$ cat src/ssr_params.svh
`ifndef SSR_PARAMS_SVH
`define SSR_PARAMS_SVH

// Event status bit positions
`define SSR_EV_OPC 0
`define SSR_EV_RQC 1
`define SSR_EV_QRY 2
`define SSR_EV_DEV 3
`define SSR_EV_EXE 4
`define SSR_EV_CMD 5
`define SSR_EV_USR 6
`define SSR_EV_PON 7

// Status byte bit positions
`define SSR_SB_OFS 1
`define SSR_SB_WID 2
`define SSR_SB_RAMP 3
`define SSR_SB_MAV 4
`define SSR_SB_ESB 5
`define SSR_SB_RQS 6

// Reset values and masks
`define SSR_BYTE_ZERO 8'h00
`define SSR_SRE_WMASK 8'hbf
`define SSR_STB_MASK 8'h3e
`define SSR_SETTING_ZERO 44'h000_0000_0000

// Front panel message time
`define SSR_DISP_TIME_MS 1000
`define SSR_CLK_PERIOD_NS 100
`define SSR_NS_PER_MS 1000000
`define SSR_DISP_CYCLES (`SSR_DISP_TIME_MS * `SSR_NS_PER_MS / `SSR_CLK_PERIOD_NS)

`endif

$ cat src/ssr_pkg.sv
package ssr_pkg;

  // Front panel error message shown
  typedef enum logic [1:0] {
    SSR_DISP_NONE,
    SSR_DISP_BAD_HEADER,
    SSR_DISP_BAD_PARAMETER,
    SSR_DISP_INCOMPATIBLE_SETTING
  } ssr_disp_code_t;

  // Display timer state
  typedef enum logic {
    SSR_SHOW_IDLE,
    SSR_SHOW_ON
  } ssr_show_state_t;

endpackage

$ cat src/ssr_core.sv
// How it works
// - Clear-status empties events and output queue
// - Device clear clears status, restores defaults
// - Eight-bit service request enable mask
// - Mask bit 6 ignored, reads zero
// - Writing zero clears every enable bit
// - Weights 2, 4 enable offset, width
// - Weights 16, 32 enable message, event
// - Event register cleared by status, power, read
// - Operation complete sets event bit 0
// - Request control event never set
// - Empty queue read sets event bit 2
// - Bad combination sets bit 3, parsing continues
// - Out of range data sets bit 4
// - Syntax fault or trigger sets bit 5
// - Push-button sets bit 6 always
// - Power restore sets bit 7
// - Event enable mask selects summary bit
// - Event enable weights map one-to-one
// - Setting query is side-effect free, cleared
// - Invalid command discarded, flagged, shown
// - Error codes shown about one second
// - Empty queue reads message-available false
// - Status bit 3 reports ramp error
// - Bit 6 summarises any service request
`timescale 1ns/1ps
`include "ssr_params.svh"

module ssr_core
  import ssr_pkg::*;
#(
  parameter int unsigned DISP_CYCLES = `SSR_DISP_CYCLES
) (
  input wire logic CLK,
  input wire logic RST_N,
  input wire logic CLS_CMD,
  input wire logic DEV_CLEAR,
  input wire logic SRE_WR,
  input wire logic [7:0] SRE_DATA,
  input wire logic ESE_WR,
  input wire logic [7:0] ESE_DATA,
  input wire logic STB_RD,
  input wire logic SPOLL_RD,
  input wire logic SRE_RD,
  input wire logic ESE_RD,
  input wire logic ESR_RD,
  input wire logic SETTING_RD,
  input wire logic SETTING_WR,
  input wire logic [43:0] SETTING_DATA,
  input wire logic OPC_CMD,
  input wire logic OPS_DONE,
  input wire logic QUERY_EMPTY,
  input wire logic COMBINATION_FAULT,
  input wire logic RANGE_FAULT,
  input wire logic SYNTAX_FAULT,
  input wire logic GET_IN_MESSAGE,
  input wire logic MANUAL_BTN,
  input wire logic MSG_AVAIL,
  input wire logic OFFSET_ERR,
  input wire logic WIDTH_ERR,
  input wire logic RAMP_ERR,
  output logic [7:0] READ_DATA,
  output logic READ_VALID,
  output logic [43:0] SETTING_OUT,
  output logic SRQ,
  output logic QUEUE_FLUSH,
  output logic FACTORY_RESET,
  output logic DISCARD_UNIT,
  output logic [1:0] DISP_CODE
);

  logic [7:0] sre_q, sre_d;
  logic [7:0] ese_q, ese_d;
  logic [7:0] esr_q, esr_d;
  logic [43:0] setting_q, setting_d;
  logic opc_arm_q, opc_arm_d;
  logic pon_pend_q;
  logic rqs_q, rqs_d;
  logic reason_q;
  logic btn_s1_q, btn_s2_q, btn_s3_q;
  logic [7:0] read_data_q, read_data_d;
  logic read_valid_q;
  logic srq_q, flush_q, factory_q, discard_q;
  ssr_show_state_t show_q, show_d;
  ssr_disp_code_t code_q, code_d;
  logic [23:0] disp_cnt_q, disp_cnt_d;

  // Event sources and clear terms
  wire btn_press = btn_s2_q & ~btn_s3_q;
  wire clear_all = CLS_CMD | DEV_CLEAR;
  wire esr_clr = clear_all | ESR_RD;
  wire opc_hit = opc_arm_q & OPS_DONE;
  wire bad_header = SYNTAX_FAULT | GET_IN_MESSAGE;
  wire [7:0] esr_set;
  assign esr_set[`SSR_EV_OPC] = opc_hit;
  assign esr_set[`SSR_EV_RQC] = 1'b0;
  assign esr_set[`SSR_EV_QRY] = QUERY_EMPTY;
  assign esr_set[`SSR_EV_DEV] = COMBINATION_FAULT;
  assign esr_set[`SSR_EV_EXE] = RANGE_FAULT;
  assign esr_set[`SSR_EV_CMD] = bad_header;
  assign esr_set[`SSR_EV_USR] = btn_press;
  assign esr_set[`SSR_EV_PON] = pon_pend_q;

  // Set wins over every clear so no event slips through
  assign esr_d = (esr_q & ~{8{esr_clr}}) | esr_set;

  // Event summary is any enabled event
  wire esb = |(esr_q & ese_q);

  // Message available drops as soon as the queue is flushed
  wire mav = MSG_AVAIL & ~flush_q;

  // Status byte without bit 6
  wire [7:0] stb_raw;
  assign stb_raw[0] = 1'b0;
  assign stb_raw[`SSR_SB_OFS] = OFFSET_ERR;
  assign stb_raw[`SSR_SB_WID] = WIDTH_ERR;
  assign stb_raw[`SSR_SB_RAMP] = RAMP_ERR;
  assign stb_raw[`SSR_SB_MAV] = mav;
  assign stb_raw[`SSR_SB_ESB] = esb;
  assign stb_raw[`SSR_SB_RQS] = 1'b0;
  assign stb_raw[7] = 1'b0;

  // Master summary: any enabled status bit
  wire mss = |(stb_raw & sre_q & `SSR_STB_MASK);
  wire new_reason = mss & ~reason_q;

  // Serial poll hides the request until a new reason arrives
  assign rqs_d = ~DEV_CLEAR &
                 (new_reason | (rqs_q & mss & ~SPOLL_RD));

  // Mask writes; bit 6 of the request mask is dropped, zero clears all
  assign sre_d = SRE_WR ? (SRE_DATA & `SSR_SRE_WMASK) : sre_q;
  assign ese_d = ESE_WR ? ESE_DATA : ese_q;

  // Operation complete waits for pending work
  assign opc_arm_d = ~clear_all & (OPC_CMD | (opc_arm_q & ~OPS_DONE));

  // Setting word goes back to all zeros on device clear
  assign setting_d = DEV_CLEAR ? `SSR_SETTING_ZERO :
                     (SETTING_WR ? SETTING_DATA : setting_q);

  // Read mux; bit 6 differs between poll and query
  wire [7:0] stb_query = stb_raw | ({7'h00, mss} << `SSR_SB_RQS);
  wire [7:0] stb_poll = stb_raw | ({7'h00, rqs_q} << `SSR_SB_RQS);
  wire any_rd = STB_RD | SPOLL_RD | SRE_RD | ESE_RD | ESR_RD;
  assign read_data_d = STB_RD ? stb_query :
                       SPOLL_RD ? stb_poll :
                       SRE_RD ? sre_q :
                       ESE_RD ? ese_q :
                       ESR_RD ? esr_q : `SSR_BYTE_ZERO;

  // Display code: header beats parameter beats combination
  wire any_fault = bad_header | RANGE_FAULT | COMBINATION_FAULT;
  wire ssr_disp_code_t fault_code = bad_header ? SSR_DISP_BAD_HEADER :
    RANGE_FAULT ? SSR_DISP_BAD_PARAMETER : SSR_DISP_INCOMPATIBLE_SETTING;
  wire disp_done = (disp_cnt_q == 24'(DISP_CYCLES - 1));

  // Display timer; a fresh fault restarts the full second
  always_comb begin
    show_d = show_q;
    code_d = code_q;
    disp_cnt_d = disp_cnt_q;
    unique case (show_q)
      SSR_SHOW_IDLE: begin
        if (any_fault) begin
          show_d = SSR_SHOW_ON;
          code_d = fault_code;
          disp_cnt_d = 24'h000000;
        end
      end
      SSR_SHOW_ON: begin
        if (any_fault) begin
          code_d = fault_code;
          disp_cnt_d = 24'h000000;
        end else if (disp_done) begin
          show_d = SSR_SHOW_IDLE;
          code_d = SSR_DISP_NONE;
        end else begin
          disp_cnt_d = disp_cnt_q + 24'h000001;
        end
      end
    endcase
  end

  // Button synchroniser; first stage read only by second
  always_ff @(posedge CLK or negedge RST_N) begin
    if (!RST_N) begin
      btn_s1_q <= 1'b0;
      btn_s2_q <= 1'b0;
      btn_s3_q <= 1'b0;
    end else begin
      btn_s1_q <= MANUAL_BTN;
      btn_s2_q <= btn_s1_q;
      btn_s3_q <= btn_s2_q;
    end
  end

  // Status registers; power-on pending fires once after release
  always_ff @(posedge CLK or negedge RST_N) begin
    if (!RST_N) begin
      esr_q <= `SSR_BYTE_ZERO;
      sre_q <= `SSR_BYTE_ZERO;
      ese_q <= `SSR_BYTE_ZERO;
      opc_arm_q <= 1'b0;
      pon_pend_q <= 1'b1;
      rqs_q <= 1'b0;
      reason_q <= 1'b0;
      setting_q <= `SSR_SETTING_ZERO;
    end else begin
      esr_q <= esr_d;
      sre_q <= sre_d;
      ese_q <= ese_d;
      opc_arm_q <= opc_arm_d;
      pon_pend_q <= 1'b0;
      rqs_q <= rqs_d;
      reason_q <= mss;
      setting_q <= setting_d;
    end
  end

  // Output flops
  always_ff @(posedge CLK or negedge RST_N) begin
    if (!RST_N) begin
      read_data_q <= `SSR_BYTE_ZERO;
      read_valid_q <= 1'b0;
      srq_q <= 1'b0;
      flush_q <= 1'b0;
      factory_q <= 1'b0;
      discard_q <= 1'b0;
    end else begin
      read_data_q <= read_data_d;
      read_valid_q <= any_rd;
      srq_q <= rqs_d;
      flush_q <= clear_all;
      factory_q <= DEV_CLEAR;
      discard_q <= bad_header | RANGE_FAULT;
    end
  end

  // Display flops; timer is long, so simulations shrink it
  always_ff @(posedge CLK or negedge RST_N) begin
    if (!RST_N) begin
      show_q <= SSR_SHOW_IDLE;
      code_q <= SSR_DISP_NONE;
      disp_cnt_q <= 24'h000000;
    end else begin
      show_q <= show_d;
      code_q <= code_d;
      disp_cnt_q <= disp_cnt_d;
    end
  end

  assign READ_DATA = read_data_q;
  assign READ_VALID = read_valid_q;
  assign SETTING_OUT = setting_q;
  assign SRQ = srq_q;
  assign QUEUE_FLUSH = flush_q;
  assign FACTORY_RESET = factory_q;
  assign DISCARD_UNIT = discard_q;
  assign DISP_CODE = code_q;
endmodule // ssr_core

$ cat config.mk
export PLATFORM = sky130hd
export DESIGN_NAME = ssr_core
export DESIGN_NICKNAME = d
export VERILOG_FILES = /design/src/ssr_pkg.sv /design/src/ssr_core.sv
export VERILOG_INCLUDE_DIRS = /design/src /design/src/src
export SDC_FILE = /design/constraint.sdc
export NUM_CORES = 1
export LEC_CHECK = 0
export BUFFER_PORTS_ARGS = -buffer_cell sky130_fd_sc_hd__buf_2
export CAP_MARGIN = 10
export CORE_ASPECT_RATIO = 1.1
export CORE_UTILIZATION = 47
export DETAILED_ROUTE_END_ITERATION = 16
export PLACE_DENSITY = 0.85
export SLEW_MARGIN = 20
export SYNTH_ARGS = -nofsm -noshare
export SYNTH_HDL_FRONTEND = slang
export SYNTH_SLANG_ARGS = --single-unit
$ cat constraint.sdc
create_clock -name CLK -period 1.88 [get_ports CLK]
set_input_delay 0.094 -clock CLK [delete_from_list [all_inputs] [get_ports CLK]]
set_output_delay 0.094 -clock CLK [all_outputs]
set_load 0.02 [all_outputs]
==> results.md <==
- Failing checks: negative setup slack
- Fin crit share: 102%
- WL final: roughly 15 mm
- Endpoints failing setup: 2
- R2R depth: 6
- Pre-CTS WS: -0.0310 ns
- Clk buf depth: 2
- Placed Cells: 716
- Status: finished, violations left
- DP Wirelength: around 8.4 mm
- Vert. Die Dim: between 100 and 150 um
- CTS clock-pin slew for the worst setup and hold paths: around 0.060 ns
- Number of global-route vias before repair: around 4600
- Clock root buffer: clkbuf_8
- Area added between synthesis and finish: 55.4%
- Layout cells sized above 1: 35.1%
- Finished Layout Cells: around 850
- Req. time, crit path: between 2 and 2.5 ns
- Cell Pwr Density: about 870 nW/um^2
- DR pass1 iterations: 5
- Final ANT Viol Nets: 0
- Setup CP Type: register to register
- Worst Clk Skew: 0.00745 ns
- Leakage: 3.67 nW
- CTS buffer count: 17
- Critical path arrival: between 2 and 2.5 ns
- Slew @ Worst Pin: roughly 0.58 ns
- Synth area leaders: dfrtp_1, mux2i_1, nor2_1, mux2_2, nand2_1
- Buffers added on ports: approximately 140
- DRC viols: 0
- CP max FO: 8
- Worst min-delay path class: input pin to register
- Clk sinks: 113
- Initial antenna violation count: 0
- Hold path depth: 3
- Fmax: between 500 and 600 MHz
- Number of synthesized flops with an enable pin: 0
- Wire length on met2: about 7.7 mm
- CTS HTree Levels: 4
- Ant diodes: 0
- Area of the core: 9980 um^2
- Final hold vios: 0
- Post-synth top area cell: dfrtp_1
- Setup ws final: -0.0356 ns
- Max-cap check violation count: 0
- CTS tree: yes
- Worst Setup SP: disp_cnt_q[7]
- Max VDD drop: between 0.0005 and 0.0006 V
- Synth Flop Type: dfrtp_1
- Largest net degree at the start of global routing: 47
- Setup crit end: disp_cnt_q[15]
- GR Overflow Total: 0
- Slew Viols, Final: 0
- Crit start category: register
- Share of the synthesized area in the top cell type: between 50 and 60%
- Syn Inst Count: about 440
- GP Congestion: roughly 0.84
- Unique masters post-synth: 50
- Seq cells post-synth: between 100 and 150
- Max Used Layer: met4
- Post-synth ARST share: 100%
- Sequential share of the synthesized area: between 50 and 60%
- IO Pins: around 140
- Syn Nets: about 530
- Reg2reg setup slack: -0.04 ns
- Reg area: ~2800 um^2
- Multi-input logic area: approximately 2000 um^2
- Met3 wire len: ~1.1 mm
- Cell Rows: 38
- Total die area: 10800 um^2
- CP Capture Type: register
- First-pass GRT wire length: between 20 and 25 mm
- Die W: 99.2 um
- Worst skew pair latency: roughly 0.5 ns
- Gr usage total: between 20 and 30%
- End of the worst register-to-register path: disp_cnt_q[15]
- Final nets: roughly 800
- Worst r2r src: disp_cnt_q[7]
- Vias per cell: 5.48
- Fillcell total: 585
- Vias: 4637
- Initial Util: between 40% and 50%
- Yosys Warn Count: 0
- Slew headroom: approximately 61%
- RSZ-0062 raised after global routing: true
- Period minus WS final: between 1.5 and 2 ns
- Routed met1 length: approximately 6.2 mm
- Per-cell routed wire length: approximately 18 um
- 1st-iter DRT viols: 410
- Syn Std Cell Area: about 4900 um^2
- Syn avg cell area: between 10 and 15 um^2
-- stage by stage --
step	utilization, %	total power [mW]	setup TNS (ns)	hold WS (ns)	cell area, um^2
4_1_cts	74.9	6.55	0	0.000614	7480
3_3_place_gp	59.4	3.27	0	0.0971	5930
3_5_place_dp	59.4	3.30	-0.0547	0.103	5930
6_report	76.1	6.59	-0.0551	0.0544	7600
2_1_floorplan	-	3.00	0	-0.202	4890
5_1_grt	76.1	6.80	-1.36	0.0748	7600
-- state kept, by name (all words and copies together), names as in the netlist, 2 cells and up --
register / count
esr_q: 8
DISP_CODE: 2
SETTING_OUT: 44
READ_DATA: 8
sre_q: 7
ese_q: 8
disp_cnt_q: 24
-- synthesized netlist by cell type, types with 2 or more instances --
cell and instances:
a22oi_1 5, nand2b_1 4, o31ai_1 3, or4_1 3
buf_1 4, o21ai_0 9, nor4_1 6, buf_6 2
and3_1 3, nand4b_1 2, and2_1 2, nand4_1 2
o21ai_1 4, nor4b_1 2, clkbuf_1 13, a21o_1 3
or3_1 6, nor2_1 72, mux2_2 19, a21oi_1 21
xnor2_1 7, a211oi_1 2, nand2_1 38, dfrtp_1 112
nand3_1 11, inv_1 10, nor3_1 7, mux2i_1 49
-- metal layers --
layer  track usage, %  up-vias
met4             12.5        0
li1                 -     2086
met2             46.6      246
met3             6.86       46
met5                0        -
met1             34.0     2259
-- power by group --
part	switching (mW)	leakage (nW)	internal [mW]	total, mW
clock network	1.16	0.276	1.95	3.11
registers	0.0873	1.44	2.56	2.65
logic	0.426	1.96	0.407	0.833
-- placed cells by master, fill, tap and decap left out, types with 8 or more instances in the layout --
cell,n
nand3_1,8
mux2_2,19
buf_4,29
a21oi_1,17
clkbuf_16,16
nand2_1,35
inv_1,10
dfrtp_1,112
o21ai_0,9
buf_2,140
mux2i_1,49
nor2_1,72
dlygate4sd3_1,95
-- final cells by class --
type,instances,share of cell area [%]
clock inverter,13,1.80
clock buffer,19,5.81
sequential,113,37.2
inverter,10,0.494
tap,120,1.98
timing repair buffer,270,25.8
multi-input combinational,301,26.8
-- timing repair --
item | CTS | global route
buffers inserted | 1 | 2
endpoints found under the hold margin | 193 | 0
pin swaps | 1 | 16
hold buffers | 95 | 0
endpoints found under the setup margin | 16 | 22
gates resized for setup | 2 | 24
-- cells by family after synthesis --
| family | synth area share (%) |
|---|---|
| other | 0.0767 |
| buffers and inverters | 2.53 |
| and+or+nand+nor | 15.8 |
| adders and majority gates | 0.256 |
| AOI/OAI and AO/OA | 7.58 |
| muxes | 14.4 |
| xor gates and xnor gates | 1.43 |
| DFF | 57.9 |
-- critical path, cell delays in order (launching register included) --
cell and delay (ns):
dfrtp_1 0.43, nor2_1 0.13, or4b_4 0.52, o31ai_4 0.32, buf_6 0.18, o31a_2 0.15
o21a_1 0.14
-- how the worst min path moves through the flow --
stage                   start            end  slack, ns
global placement        RST_N       btn_s1_q        0.1
floorplan               RST_N   DISCARD_UNIT      -0.20
global route        DEV_CLEAR  FACTORY_RESET       0.07
finish                 ESE_RD     READ_VALID       0.05
detailed placement      RST_N       btn_s1_q       0.10
CTS                    ESE_RD     READ_VALID     0.0006
Power figures use the tool's default switching activity.
